--- src/design/chg_params.svh ---
// Register offsets, field positions, reset values and timer counts.
`ifndef CHG_PARAMS_SVH
`define CHG_PARAMS_SVH

// Register offsets on the byte register port.
`define CHG_ADDR_CHARGE_CONTROL_ONE 8'h01
`define CHG_ADDR_CHARGE_CONTROL_TWO 8'h02
`define CHG_ADDR_STAT 8'h03
`define CHG_ADDR_CH1 8'h04
`define CHG_ADDR_CH2 8'h05
`define CHG_ADDR_BST 8'h06

// Control register reset values.
`define CHG_CHARGE_CONTROL_ONE_RST 8'h51
`define CHG_CHARGE_CONTROL_TWO_RST 8'h1E

// Control register one bit positions.
`define CHG_C1_REG_RST 7
`define CHG_C1_CHARGE_ENABLE_BIT 6
`define CHG_C1_BOOST_EN 5
`define CHG_C1_BATT_TEMP 4
`define CHG_C1_TJ_OPT 3
`define CHG_C1_FORCE_EOC 2
`define CHG_C1_TMR_RST 1
`define CHG_C1_IRQ_MASK 0

// Control register two bit positions.
`define CHG_C2_WDOG_DIS 7
`define CHG_C2_CTMR_DIS 6
`define CHG_C2_POWER_PATH_ENABLE 5
`define CHG_C2_XCVR_EN 4
`define CHG_C2_FLAG_MASK 3
`define CHG_C2_ILIM_SRC 2
`define CHG_C2_ILIM_EN 1
`define CHG_C2_AUTO_CURRENT_ENABLE 0

// Control two bits restored on boost mode entry.
`define CHG_C2_BOOST_RST_MASK 8'hE7

// Flag vector layout: which flags live in which register.
`define CHG_NFLAGS 15
`define CHG_FL_STAT 15'h001F
`define CHG_FL_CH1 15'h01E0
`define CHG_FL_CH2 15'h3E00
`define CHG_FL_BST 15'h4000
// Flags latched on both edges; the rest only on the rising edge.
`define CHG_FL_DUAL 15'h47FF
// Flags cleared on boost mode, charge mode and timer reset events.
`define CHG_FL_BOOST_CLR 15'h3FF0
`define CHG_FL_CHG_CLR 15'h4000
`define CHG_FL_TMR_CLR 15'h3800

// Timer periods in seconds and their cycle counts at the clock rate.
`define CHG_CLK_HZ 40'd100000000
`define CHG_WDOG_S 40'd32
`define CHG_BUS_S 40'd2048
`define CHG_CTMR_S 40'd3600
`define CHG_WDOG_CYCLES (`CHG_WDOG_S * `CHG_CLK_HZ)
`define CHG_BUS_CYCLES (`CHG_BUS_S * `CHG_CLK_HZ)
`define CHG_CTMR_CYCLES (`CHG_CTMR_S * `CHG_CLK_HZ)

`endif

--- src/design/chg_pkg.sv ---
// Types shared by the charger control and event flag logic.
package chg_pkg;

  // Cycle counter wide enough for the longest safety timer.
  typedef logic [39:0] chg_count_t;

  // State of one read-clear event flag.
  typedef struct packed {
    logic prev;
    logic flag;
  } chg_flag_s;

  // State of one timeout timer.
  typedef struct packed {
    chg_count_t cnt;
    logic expired;
  } chg_timer_s;

  // State of the register bank top.
  typedef struct packed {
    logic [7:0] charge_control_one;
    logic [7:0] charge_control_two;
    logic [7:0] rdata;
    logic boost_pin_prev;
    logic irq_n;
    logic flag_req;
    logic eoc_force;
    logic current_reduce;
    logic boost_run;
    logic batt_temp_fault;
  } chg_regs_s;

endpackage

--- src/design/chg_edge_flag.sv ---
// One sticky read-clear event flag with rising or dual edge capture.
`timescale 1ns/100ps
module chg_edge_flag
  import chg_pkg::*;
#(
  parameter bit DUAL = 1'b1
) (
  input wire logic ref_clk,
  input wire logic rst_n,
  input wire logic cond,
  input wire logic clr,
  output logic flag
);

  chg_flag_s s_q; // Registered state.
  chg_flag_s s_d; // Next state.
  logic hit; // Qualifying edge seen this cycle.

  // Edge detect; a new edge wins over a clear in the same cycle.
  always_comb begin
    s_d = s_q;
    if (DUAL) begin
      hit = cond ^ s_q.prev;
    end else begin
      hit = cond & ~s_q.prev;
    end
    s_d.prev = cond;
    s_d.flag = hit | (s_q.flag & ~clr);
  end

  // Synchronous reset clears both the flag and the edge history.
  always_ff @(posedge ref_clk) begin
    if (!rst_n) begin
      s_q <= '0;
    end else begin
      s_q <= s_d;
    end
  end

  assign flag = s_q.flag;

endmodule

--- src/design/chg_regs.sv ---
// Charger control registers, event flags and interrupt pin drive.
//
// Contract
// - Charge enable low halts charging or boost.
// - Boost enable set by write or pin.
// - Battery temperature enable gates temperature effects.
// - Junction option reduces current when hot.
// - Force end of charge above recharge.
// - Timer reset bit restarts timer, self-clears.
// - Interrupt pin global mask suppresses requests.
// - Disable bits stop watchdog and charge timer.
// - Power path bit enables power path.
// - Transceiver supply bit powers transceiver output.
// - Flag pin global mask suppresses flag.
// - Source select picks pins or registers.
// - Input limit enable applies limit setting.
// - Auto current enable activates auto control.
// - Status bits 5..2 report die thresholds.
// - Status bit 0 input in range.
// - First charger register flags four conditions.
// - Bit 0 shows other bank pending.
// - Second register flags battery hot, cold.
// - Three timers raise separate timeout flags.
// - Boost bit 2 flags bus overload.
// - Reading a register clears its flags.
// - Register reset bit restores all registers.
// - Interrupt pin low while flags pending.
`timescale 1ns/100ps
`include "chg_params.svh"
module chg_regs
  import chg_pkg::*;
#(
  parameter chg_count_t WDOG_CYCLES = `CHG_WDOG_CYCLES,
  parameter chg_count_t BUS_CYCLES = `CHG_BUS_CYCLES,
  parameter chg_count_t CTMR_CYCLES = `CHG_CTMR_CYCLES
) (
  input wire logic ref_clk,
  input wire logic rst_n,
  input wire logic [7:0] reg_addr,
  input wire logic [7:0] reg_wdata,
  input wire logic reg_wr,
  input wire logic reg_rd,
  output logic [7:0] reg_rdata,
  input wire logic boost_req_pin,
  input wire logic boost_mode_entry,
  input wire logic charge_mode_entry,
  input wire logic charger_active,
  input wire logic bus_input_active,
  input wire logic vbat_above_recharge,
  input wire logic die_temp_warn,
  input wire logic die_temp_first,
  input wire logic die_temp_second,
  input wire logic die_shutdown,
  input wire logic input_in_range,
  input wire logic input_low,
  input wire logic input_overvoltage,
  input wire logic battery_sense_out,
  input wire logic battery_overvoltage,
  input wire logic battery_hot,
  input wire logic battery_cold,
  input wire logic bus_overload,
  output logic charge_enable_bit,
  output logic boost_enable_bit,
  output logic boost_run,
  output logic battery_temp_enable,
  output logic battery_temp_fault,
  output logic junction_temp_option,
  output logic charge_current_reduce,
  output logic force_end_of_charge,
  output logic end_of_charge_apply,
  output logic charge_timer_restart,
  output logic watchdog_disable,
  output logic charge_timer_disable,
  output logic power_path_enable,
  output logic transceiver_supply_enable,
  output logic flag_pin_global_mask,
  output logic input_limit_source_select,
  output logic input_limit_enable,
  output logic auto_current_enable,
  output logic irq_request_pin_n,
  output logic flag_irq_request
);

  chg_regs_s s_q; // Registered state of the bank.
  chg_regs_s s_d; // Next state of the bank.

  logic [`CHG_NFLAGS-1:0] cond; // Raw conditions behind each flag.
  logic [`CHG_NFLAGS-1:0] clr; // Per-flag clear request.
  logic [`CHG_NFLAGS-1:0] flags; // Sticky flag outputs.
  logic wr_charge_control_one; // Write strobe aimed at control one.
  logic soft_rst; // Register reset requested by software.
  logic tmr_rst; // Timer reset event, one cycle long.
  logic wdog_exp; // Watchdog expired level.
  logic bus_exp; // Bus input timer expired level.
  logic ctmr_exp; // Charge timer expired level.
  logic ch1_any; // Some first-bank flag pending.
  logic ch2_any; // Some second-bank flag pending.

  // Decode a read strobe for one register offset.
  function automatic logic rd_hit(input logic [7:0] a);
    rd_hit = reg_rd && (reg_addr == a);
  endfunction

  // Read view of every register; unmapped offsets and reserved bits are 0.
  function automatic logic [7:0] read_view(input logic [7:0] a);
    case (a)
      `CHG_ADDR_CHARGE_CONTROL_ONE: read_view = {1'b0, s_q.charge_control_one[6:0]};
      `CHG_ADDR_CHARGE_CONTROL_TWO: read_view = s_q.charge_control_two;
      `CHG_ADDR_STAT: read_view = {2'b00, flags[0], flags[1], flags[2],
        flags[3], 1'b0, flags[4]};
      `CHG_ADDR_CH1: read_view = {3'b000, flags[5], flags[6], flags[7],
        flags[8], ch2_any};
      `CHG_ADDR_CH2: read_view = {flags[9], 2'b00, flags[10], flags[11],
        flags[12], flags[13], ch1_any};
      `CHG_ADDR_BST: read_view = {5'b00000, flags[14], 2'b00};
      default: read_view = 8'h00;
    endcase
  endfunction

  // Software strobes that act in the cycle of the write itself.
  assign wr_charge_control_one = reg_wr && (reg_addr == `CHG_ADDR_CHARGE_CONTROL_ONE);
  assign soft_rst = wr_charge_control_one && reg_wdata[`CHG_C1_REG_RST];
  // The stored timer reset bit is the one-cycle timer reset event.
  assign tmr_rst = s_q.charge_control_one[`CHG_C1_TMR_RST];

  // Gather the raw conditions in flag vector order.
  always_comb begin
    cond[0] = die_temp_warn;
    cond[1] = die_temp_first;
    cond[2] = die_temp_second;
    cond[3] = die_shutdown;
    cond[4] = input_in_range;
    cond[5] = input_low;
    cond[6] = input_overvoltage;
    cond[7] = battery_sense_out;
    cond[8] = battery_overvoltage;
    cond[9] = battery_hot;
    cond[10] = battery_cold;
    cond[11] = wdog_exp;
    cond[12] = bus_exp;
    cond[13] = ctmr_exp;
    cond[14] = bus_overload;
  end

  // Watchdog is kicked by any register write or a timer reset.
  chg_timer #(
    .CYCLES(WDOG_CYCLES)
  ) u_wdog (
    .ref_clk(ref_clk),
    .rst_n(rst_n),
    .run(charger_active && !s_q.charge_control_two[`CHG_C2_WDOG_DIS]),
    .restart(reg_wr || tmr_rst),
    .expired(wdog_exp)
  );

  // Bus input timer runs while the input path is in use.
  chg_timer #(
    .CYCLES(BUS_CYCLES)
  ) u_bus (
    .ref_clk(ref_clk),
    .rst_n(rst_n),
    .run(bus_input_active),
    .restart(tmr_rst || soft_rst),
    .expired(bus_exp)
  );

  // Charge safety timer, restarted by the self-clearing reset bit.
  chg_timer #(
    .CYCLES(CTMR_CYCLES)
  ) u_ctmr (
    .ref_clk(ref_clk),
    .rst_n(rst_n),
    .run(charger_active && !s_q.charge_control_two[`CHG_C2_CTMR_DIS]),
    .restart(tmr_rst || soft_rst),
    .expired(ctmr_exp)
  );

  // One flag per condition; the edge type and clear sources are per bit.
  genvar gi;
  generate
    for (gi = 0; gi < `CHG_NFLAGS; gi = gi + 1) begin : g_flag
      localparam logic [`CHG_NFLAGS-1:0] DM = `CHG_FL_DUAL;
      localparam logic [`CHG_NFLAGS-1:0] MS = `CHG_FL_STAT;
      localparam logic [`CHG_NFLAGS-1:0] M1 = `CHG_FL_CH1;
      localparam logic [`CHG_NFLAGS-1:0] M2 = `CHG_FL_CH2;
      localparam logic [`CHG_NFLAGS-1:0] MB = `CHG_FL_BST;
      localparam logic [`CHG_NFLAGS-1:0] BO = `CHG_FL_BOOST_CLR;
      localparam logic [`CHG_NFLAGS-1:0] CH = `CHG_FL_CHG_CLR;
      localparam logic [`CHG_NFLAGS-1:0] TR = `CHG_FL_TMR_CLR;
      // Read of the owning register clears; so do reset and mode events.
      assign clr[gi] = soft_rst
        || (MS[gi] && rd_hit(`CHG_ADDR_STAT))
        || (M1[gi] && rd_hit(`CHG_ADDR_CH1))
        || (M2[gi] && rd_hit(`CHG_ADDR_CH2))
        || (MB[gi] && rd_hit(`CHG_ADDR_BST))
        || (BO[gi] && boost_mode_entry)
        || (CH[gi] && charge_mode_entry)
        || (TR[gi] && tmr_rst);
      chg_edge_flag #(
        .DUAL(DM[gi])
      ) u_flag (
        .ref_clk(ref_clk),
        .rst_n(rst_n),
        .cond(cond[gi]),
        .clr(clr[gi]),
        .flag(flags[gi])
      );
    end
  endgenerate

  // Cross-bank pending indicators are read-only and never cleared here.
  assign ch1_any = |(flags & `CHG_FL_CH1);
  assign ch2_any = |(flags & `CHG_FL_CH2);

  // Next state of control registers, read data and pin drivers.
  always_comb begin
    s_d = s_q;
    s_d.boost_pin_prev = boost_req_pin;
    // The timer reset bit lives for one cycle only.
    s_d.charge_control_one[`CHG_C1_TMR_RST] = 1'b0;
    if (soft_rst) begin
      // Register reset drops the data of the write that asked for it.
      s_d.charge_control_one = `CHG_CHARGE_CONTROL_ONE_RST;
      s_d.charge_control_two = `CHG_CHARGE_CONTROL_TWO_RST;
    end else begin
      if (wr_charge_control_one) begin
        // Bit 7 is never stored, so it reads back as zero.
        s_d.charge_control_one = {1'b0, reg_wdata[6:0]};
      end
      if (reg_wr && reg_addr == `CHG_ADDR_CHARGE_CONTROL_TWO) begin
        s_d.charge_control_two = reg_wdata;
      end
      if (boost_mode_entry) begin
        // Boost entry restores the mode-sensitive control two bits.
        s_d.charge_control_two = (s_d.charge_control_two & ~`CHG_C2_BOOST_RST_MASK)
          | (`CHG_CHARGE_CONTROL_TWO_RST & `CHG_C2_BOOST_RST_MASK);
      end
      if (charge_mode_entry) begin
        s_d.charge_control_one[`CHG_C1_BOOST_EN] = 1'b0;
      end
      // A pin request arriving with a charge entry still wins.
      if (boost_req_pin && !s_q.boost_pin_prev) begin
        s_d.charge_control_one[`CHG_C1_BOOST_EN] = 1'b1;
      end
    end
    // Reads return the view before any clear this cycle takes effect.
    if (reg_rd) begin
      s_d.rdata = read_view(reg_addr);
    end
    // Interrupt pin is low while anything is pending and unmasked.
    s_d.irq_n = !((|flags) && !s_q.charge_control_one[`CHG_C1_IRQ_MASK]);
    s_d.flag_req = (|flags) && !s_q.charge_control_two[`CHG_C2_FLAG_MASK];
    // Charge enable low also stops boost operation.
    s_d.boost_run = s_q.charge_control_one[`CHG_C1_BOOST_EN]
      && s_q.charge_control_one[`CHG_C1_CHARGE_ENABLE_BIT];
    s_d.batt_temp_fault = s_q.charge_control_one[`CHG_C1_BATT_TEMP]
      && (battery_hot || battery_cold);
    s_d.current_reduce = s_q.charge_control_one[`CHG_C1_TJ_OPT]
      && die_temp_warn;
    s_d.eoc_force = s_q.charge_control_one[`CHG_C1_FORCE_EOC]
      && vbat_above_recharge;
  end

  // Single register stage; reset leaves the pins idle and masked.
  always_ff @(posedge ref_clk) begin
    if (!rst_n) begin
      s_q <= '0;
      s_q.charge_control_one <= `CHG_CHARGE_CONTROL_ONE_RST;
      s_q.charge_control_two <= `CHG_CHARGE_CONTROL_TWO_RST;
      s_q.irq_n <= 1'b1;
    end else begin
      s_q <= s_d;
    end
  end

  // Every output is a bit of the registered state.
  assign reg_rdata = s_q.rdata;
  assign charge_enable_bit = s_q.charge_control_one[`CHG_C1_CHARGE_ENABLE_BIT];
  assign boost_enable_bit = s_q.charge_control_one[`CHG_C1_BOOST_EN];
  assign boost_run = s_q.boost_run;
  assign battery_temp_enable = s_q.charge_control_one[`CHG_C1_BATT_TEMP];
  assign battery_temp_fault = s_q.batt_temp_fault;
  assign junction_temp_option = s_q.charge_control_one[`CHG_C1_TJ_OPT];
  assign charge_current_reduce = s_q.current_reduce;
  assign force_end_of_charge = s_q.charge_control_one[`CHG_C1_FORCE_EOC];
  assign end_of_charge_apply = s_q.eoc_force;
  assign charge_timer_restart = s_q.charge_control_one[`CHG_C1_TMR_RST];
  assign watchdog_disable = s_q.charge_control_two[`CHG_C2_WDOG_DIS];
  assign charge_timer_disable = s_q.charge_control_two[`CHG_C2_CTMR_DIS];
  assign power_path_enable = s_q.charge_control_two[`CHG_C2_POWER_PATH_ENABLE];
  assign transceiver_supply_enable = s_q.charge_control_two[`CHG_C2_XCVR_EN];
  assign flag_pin_global_mask = s_q.charge_control_two[`CHG_C2_FLAG_MASK];
  assign input_limit_source_select = s_q.charge_control_two[`CHG_C2_ILIM_SRC];
  assign input_limit_enable = s_q.charge_control_two[`CHG_C2_ILIM_EN];
  assign auto_current_enable = s_q.charge_control_two[`CHG_C2_AUTO_CURRENT_ENABLE];
  assign irq_request_pin_n = s_q.irq_n;
  assign flag_irq_request = s_q.flag_req;

endmodule

--- src/design/chg_timer.sv ---
// Timeout timer that counts while running and holds its expiry level.
`timescale 1ns/100ps
module chg_timer
  import chg_pkg::*;
#(
  parameter chg_count_t CYCLES = 40'h0000000010
) (
  input wire logic ref_clk,
  input wire logic rst_n,
  input wire logic run,
  input wire logic restart,
  output logic expired
);

  chg_timer_s s_q; // Registered state.
  chg_timer_s s_d; // Next state.

  // Count while running; a restart wins and rearms the timer.
  always_comb begin
    s_d = s_q;
    if (restart) begin
      s_d = '0;
    end else if (run && !s_q.expired) begin
      if (s_q.cnt == CYCLES - 40'h0000000001) begin
        s_d.expired = 1'b1;
      end else begin
        s_d.cnt = s_q.cnt + 40'h0000000001;
      end
    end
  end

  // Pausing keeps the count, so a stopped timer resumes where it was.
  always_ff @(posedge ref_clk) begin
    if (!rst_n) begin
      s_q <= '0;
    end else begin
      s_q <= s_d;
    end
  end

  assign expired = s_q.expired;

endmodule

--- config.mk ---
export PLATFORM = sky130hd
export DESIGN_NAME = chg_regs
export DESIGN_NICKNAME = d
export VERILOG_FILES = /design/src/design/chg_pkg.sv /design/src/design/chg_edge_flag.sv /design/src/design/chg_regs.sv /design/src/design/chg_timer.sv
export VERILOG_INCLUDE_DIRS = /design/src /design/src/design
export SDC_FILE = /design/constraint.sdc
export NUM_CORES = 1
export LEC_CHECK = 0
export ABC_AREA = 0
export CAP_MARGIN = 20
export CORE_ASPECT_RATIO = 1.4
export CORE_UTILIZATION = 25
export CTS_CLUSTER_SIZE = 8
export DETAILED_ROUTE_END_ITERATION = 10
export DONT_BUFFER_PORTS = 1
export GPL_TIMING_DRIVEN = 0
export REMOVE_ABC_BUFFERS = 1
export SYNTH_ARGS = -nofsm -noshare
export SYNTH_HDL_FRONTEND = slang
export SYNTH_SLANG_ARGS = --single-unit
--- constraint.sdc ---
create_clock -name ref_clk -period 3 [get_ports ref_clk]
set_clock_uncertainty 0.2 [all_clocks]
set_input_delay 0.6 -clock ref_clk [delete_from_list [all_inputs] [get_ports ref_clk]]
set_output_delay 0.6 -clock ref_clk [all_outputs]
set_load 0.05 [all_outputs]
Yosys cells after proc, flatten, opt, wreduce, memory -nomap -nowiden
Index checks and enable logic that the tools add are counted.

Flip-flop bits (word level): 183. Input bits: 38. Output and inout bits: 28.

$add $sub $neg: 3. Bitwise operators: 59. Equality and inequality tests: 9. Multiplexer cells: 5. Reductions and logical operators: 55.

Operators with widths (number): $add A40 B1 Y40 const B (3); $pmux W8 S6 (1); $eq A40 B32 Y1 const B (1); $eq A40 B38 Y1 const B (1); $eq A40 B39 Y1 const B (1); $eq A8 B3 Y1 const B (3); $logic_and A1 B1 Y1 (19); $and A1 B1 Y1 (18); $eq A8 B2 Y1 const B (2); $or A1 B1 Y1 (15); $reduce_or A15 Y1 (1); $not A1 Y1 (14); $logic_or A1 B1 Y1 (12); $reduce_and A2 Y1 (6); $xor A1 B1 Y1 (12); $logic_not A1 Y1 (9); $eq A8 B1 Y1 const B (1); $mux W6 (1); $reduce_or A2 Y1 (3); $reduce_or A3 Y1 (2); $mux W5 (1); $reduce_or A5 Y1 (1); $reduce_or A4 Y1 (1); $reduce_bool A3 Y1 (1); $mux W1 (2).

Logic depth before layout (Yosys ltp)
Depth after elaboration: 9. Mapped depth: 8. Gate-level depth less buffers: 6.

Cells and area by module
Synthesis repeated with hierarchy kept, for this count alone.

Cells, all modules: 1039. Area, all modules: 9145.0 µm².

Modules (own cells, without submodules): chg_timer at u_wdog (instances 1, area each 2193.4 µm², cells each 253); chg_timer at u_bus (instances 1, area each 2165.8 µm², cells each 259); chg_timer at u_ctmr (instances 1, area each 2124.5 µm², cells each 258); chg_regs (instances 1, area each 1610.3 µm², cells each 179); chg_edge_flag (instances 15, area each 70.1 µm², cells each 6).

Least setup slack after synthesis
No wires, ideal clock.

Path type: input port to flip-flop. Start: input reg_addr[5]. End: register s_q (netlist bit boost_enable_bit). Path slack: 449 ps. Data arrival time: 2236 ps. Required time: 2685 ps. Cell stages on the path: 7. Path buffers: 2. Setup time: 115 ps. Cell sequence: or4_4 buf_6 or4_4 buf_6 mux2i_1 o22ai_1 and2_1.

Word-level cells in the longest chain between the ends: 4. Elaborated cells on any way between the ends: 5. Those cells by class: eq/ne (1); reduce/logical (4).

RTL lines: start, declared (line chg_regs.sv:39) `input wire logic [7:0] reg_addr,`; $eq A8 B1 Y1 (*); $logic_and A1 B1 Y1 (*) (line chg_regs.sv:121) `` assign wr_charge_control_one = reg_wr && (reg_addr == `CHG_ADDR_CHARGE_CONTROL_ONE); ``; $logic_and A1 B1 Y1 (line chg_regs.sv:122) `` assign soft_rst = wr_charge_control_one && reg_wdata[`CHG_C1_REG_RST]; ``; $reduce_or A2 Y1 (no source line); end, declared (line chg_regs.sv:84) `chg_regs_s s_q;`.

Mark *: on every way between the ends. The rest lies on a longest branch, timed or not. A chain may end at the register's enable or synchronous reset.

Final worst setup path
Start: input reg_addr[5]. End: register g_flag[12].u_flag.s_q (netlist bit g_flag[12].u_flag.flag).

Word-level cells in the longest chain between the ends: 9. Elaborated cells on any way between the ends: 11. Those cells by class: eq/ne (2); bitwise (3); reduce/logical (6).

RTL lines: $eq A8 B1 Y1; $logic_and A1 B1 Y1 (line chg_regs.sv:121); $logic_and A1 B1 Y1 (line chg_regs.sv:122); $logic_or A1 B1 Y1 (*) (3 in a row) (line chg_regs.sv:191) `assign clr[gi] = soft_rst`; $not A1 Y1 (*) (line chg_edge_flag.sv:28) `s_d.flag = hit | (s_q.flag & ~clr);`; $and A1 B1 Y1 (*) (line chg_edge_flag.sv:28); $or A1 B1 Y1 (*) (line chg_edge_flag.sv:28); end signal, assigned (line chg_edge_flag.sv:34) `s_q <= '0;`; end signal, assigned (line chg_edge_flag.sv:36) `s_q <= s_d;`; end, declared (line chg_edge_flag.sv:15) `chg_flag_s s_q;`.

Marks and branches as above.

==> summary.txt <==
Cells and area
  – Share of layout cells above drive strength 1: 0.06348
  – Area delta synth->final: 11.19%
  – Register area: 3664 um2
  – Nets: 1052
  – Multi-input gate area: 4925 um2
  – Antenna fix cells: 0
  – Layout fillers: 3806
  – Post-route cell area: 9911 um2

Yosys
  – Mux cell area share after synthesis: 0.02976
  – Gate Count Post-Synth: 1042
  – Mapped Area: 8914 um2
  – Simple-gate portion of the synthesized area: 0.3276
  – Post-synth top area share: 0.4110
  – Most frequent cell after synthesis: dfxtp_1
  – Warnings, synthesis: 0
  – Netlist cell types: 68
  – Post-synthesis async set-or-reset flop share: 0
  – Area contributors post-synth: dfxtp_1, a21oi_1, or3_1, o21ai_0, nand3_1
  – EDFF count, synth: 0
  – Compound-Gate Fraction of Synth Area: 0.1508
  – Synth area leader: dfxtp_1
  – Largest family of logic cells by synthesized area: simple AND/OR/NAND/NOR gates
  – Top_reg_cell synth: dfxtp_1
  – Synth top cells by count: dfxtp_1, a21oi_1, nand2_1
  – Syn Area/Cell: 8.554 um2
  – Xor and xnor area share after synthesis: 0.03734
  – Post-Synth Adder-Cell Area: 0.004211
  – Flops & latches, synth: 183
  – Sequential fraction of the synthesis area: 0.4110

Detailed routing
  – Drt first pass iters: 4
  – Remaining DRCs: 0
  – Drt total wl: 22460 um
  – Total number of vias: 7747
  – Initial DRC count: 441
  – DR WL/cell: 15.17 um
  – Via density: 5.234
  – Post-DRT Antenna Nets: 0

Critical path
  – Crit-path max FO: 78
  – Crit path launch type: input pin
  – Worst R2R Path Depth: 5
  – RR Startpoint: charge_timer_disable
  – CP required: 3.15 ns
  – Reg2Reg Capture Point: u_ctmr.s_q[18]
  – WS Path Type: in -> reg
  – R2r setup slk: 0.23 ns
  – CP endpoint kind: flip-flop
  – Crit path arrival time: 2.92 ns

Clock tree
  – Clock Pin Slew Worst Setup and Hold Paths: 0.08 ns
  – Worst-Skew Late Latency: 0.45 ns
  – Htree depth: 4
  – CTS buffer count: 17
  – Root Driver: clkbuf_16
  – CTS Buffer Depth: 2
  – Clock sink total: 183
  – CTS tree: yes

Floorplanning
  – Top Ports: 66
  – Rows: 81
  – Die Ht: 225.4 um
  – Initial Utilization: 0.2542
  – Die width: 161.6 um
  – Core area: 35070 um2
  – Die ar.: 36420 um2

Global routing
  – Met2 GRT Util: 0.2259
  – Largest net degree at the start of global routing: 79
  – GR Util met3: 0.02687
  – Global route overflow: 0
  – M1 GR Usage: 0.1376
  – Top Usage Layer GRT: met2
  – Number of global-route vias before repair: 7232
  – Tot GR Track Use: 0.1251
  – Initial antenna violation count: 0
  – First-pass GRT wire length: 36750 um

STA
  – Final Max Tran Viols: 0
  – Relative slew margins: 0.3967
  – Final setup fails: 0
  – Ratio of final minimum period to clock period: 0.9261
  – Setup WS post-layout: 0.2218 ns
  – Tmin final: 2.778 ns
  – RSZ-0062 raised after global routing: false
  – Tightest Pin Transition: 0.9050 ns
  – Final Hold Vio Count: 0
  – Max Clk Rate: 359.9 MHz

Place
  – IO Port Bufs: 0
  – GPL Wtd Cong: 0.8027
  – Placement Cell Area: 9246 um2
  – Dpl ws: -0.3135 ns
  – Hpwl dp: 16270 um

Job
  – Max-Cap Viols: 0

Hold path
  – Min-delay src: reg_rd
  – Tightest Hold Check Type: in -> reg
  – Hold path cells: 1
  – Worst min-delay path endpoint: reg_rdata[0]

Power
  – Power Dens Cells: 509.1 nW/um2
  – VDD IR-drop max: 0.4729 mV
  – LEAKAGE: 3.092 nW

Run status
  – Status: completed
## report_power, final
| part | switching (mW) | internal, mW | total, mW |
|---|---|---|---|
| logic | 0.0934 | 0.0647 | 0.158 |
| clock network | 1.10 | 1.28 | 2.38 |
| registers | 0.0407 | 2.46 | 2.50 |
| total | 1.24 | 3.81 | 5.05 |
## area by class of cell
class | count | share of cell area
clock buffers | 17 | 0.04292
multi-input cells | 787 | 0.4969
well taps | 456 | 0.05757
clock inverters | 15 | 0.02096
flip-flops and latches | 183 | 0.3696
repair buffers | 6 | 0.005934
inverters | 16 | 0.006060
## kinds of logic (layout without fill, tap and decap cells)
| family | Yosys count | in the layout |
|---|---|---|
| adder cells (fa/ha/maj) | 3 | 3 |
| AND/OR/NAND/NOR | 495 | 495 |
| buffers and inverters | 72 | 54 |
| XOR/XNOR | 38 | 38 |
| multiplexers | 26 | 26 |
| flip-flops | 183 | 183 |
| AO/OA/AOI/OAI | 225 | 225 |
## timing repair
item | CTS | global route
setup buffers | 0 | 2
endpoints found under the setup margin | 2 | 1
pin swaps | 0 | 1
gates resized for setup | 1 | 0
hold buffers | 1 | 0
hold endpoints to repair | 1 | 0
## metal layers
| metal | routed length [um] | vias up |
|---|---|---|
| li1 | - | 3855 |
| met1 | 9395 | 3717 |
| met2 | 11610 | 142 |
| met3 | 810 | 33 |
| met4 | 641 | 0 |
| met5 | 0 | - |
## worst max-delay path, stage by stage
cell and delay (ns):
or4_4 0.60, nor4_4 0.42, or2_4 0.79, nor3_1 0.20
a22o_1 0.28
## placed cells by master (no fill, tap or decap), types with 6 or more instances in the layout
| cell type | Yosys | final |
|---|---|---|
| a21oi_1 | 87 | 87 |
| xnor2_1 | 18 | 18 |
| o21ai_0 | 69 | 69 |
| xor2_1 | 20 | 20 |
| o211ai_1 | 10 | 10 |
| mux2i_1 | 22 | 22 |
| nor4_1 | 27 | 27 |
| nand4_1 | 41 | 41 |
| nor2_1 | 62 | 62 |
| a22o_1 | 15 | 15 |
| nand2_1 | 70 | 70 |
| clkbuf_16 | 0 | 17 |
| nor2b_1 | 6 | 6 |
| nand3_1 | 54 | 54 |
| nor3_1 | 15 | 14 |
| nand3b_1 | 6 | 6 |
| or4_1 | 27 | 27 |
| o31ai_1 | 17 | 17 |
| and4_1 | 20 | 20 |
| or3_1 | 68 | 68 |
| nand2b_1 | 9 | 8 |
| and2_1 | 30 | 30 |
| and3_1 | 18 | 18 |
| inv_1 | 15 | 15 |
| nor4b_1 | 13 | 13 |
| dfxtp_1 | 183 | 183 |
## registers in the layout, indices dropped and copies added, names as in the netlist, 2 cells and up
signal and count:
u_bus.s_q 40, u_ctmr.s_q 40, u_wdog.s_q 40, g_flag.u_flag.flag 15, g_flag.u_flag.s_q 15, reg_rdata 8, s_q 2
## worst max path at each step
stage | slack, ns | startpoint | endpoint | cells past startpoint
floorplan | -1.40 | reg_addr[5] | g_flag[11].u_flag.flag | 5
global placement | -3.22 | reg_addr[5] | g_flag[11].u_flag.flag | 5
detailed placement | -0.31 | reg_addr[5] | g_flag[11].u_flag.flag | 5
CTS | 0.16 | watchdog_disable | u_wdog.s_q[34] | 5
global route | 0.03 | charge_timer_disable | u_ctmr.s_q[18] | 5
finish | 0.22 | reg_addr[5] | g_flag[12].u_flag.flag | 5
## metrics by stage
stage                     total power, mW  utilization  TNS (ns)  std cells  hold WS [ns]
final                               5.046       0.2826         0       1480       0.04795
after global routing                5.228       0.2826         0       1480       0.04386
after CTS                           5.108       0.2822         0       1478       0.01843
after detailed placement            2.716       0.2637    -1.394       1445        0.2524
after global placement              2.712       0.2622   -218.73       1442        0.2571
after floorplan                     2.670            -    -82.25        986        0.2363
Note: power is estimated with default switching activity, not from simulation.
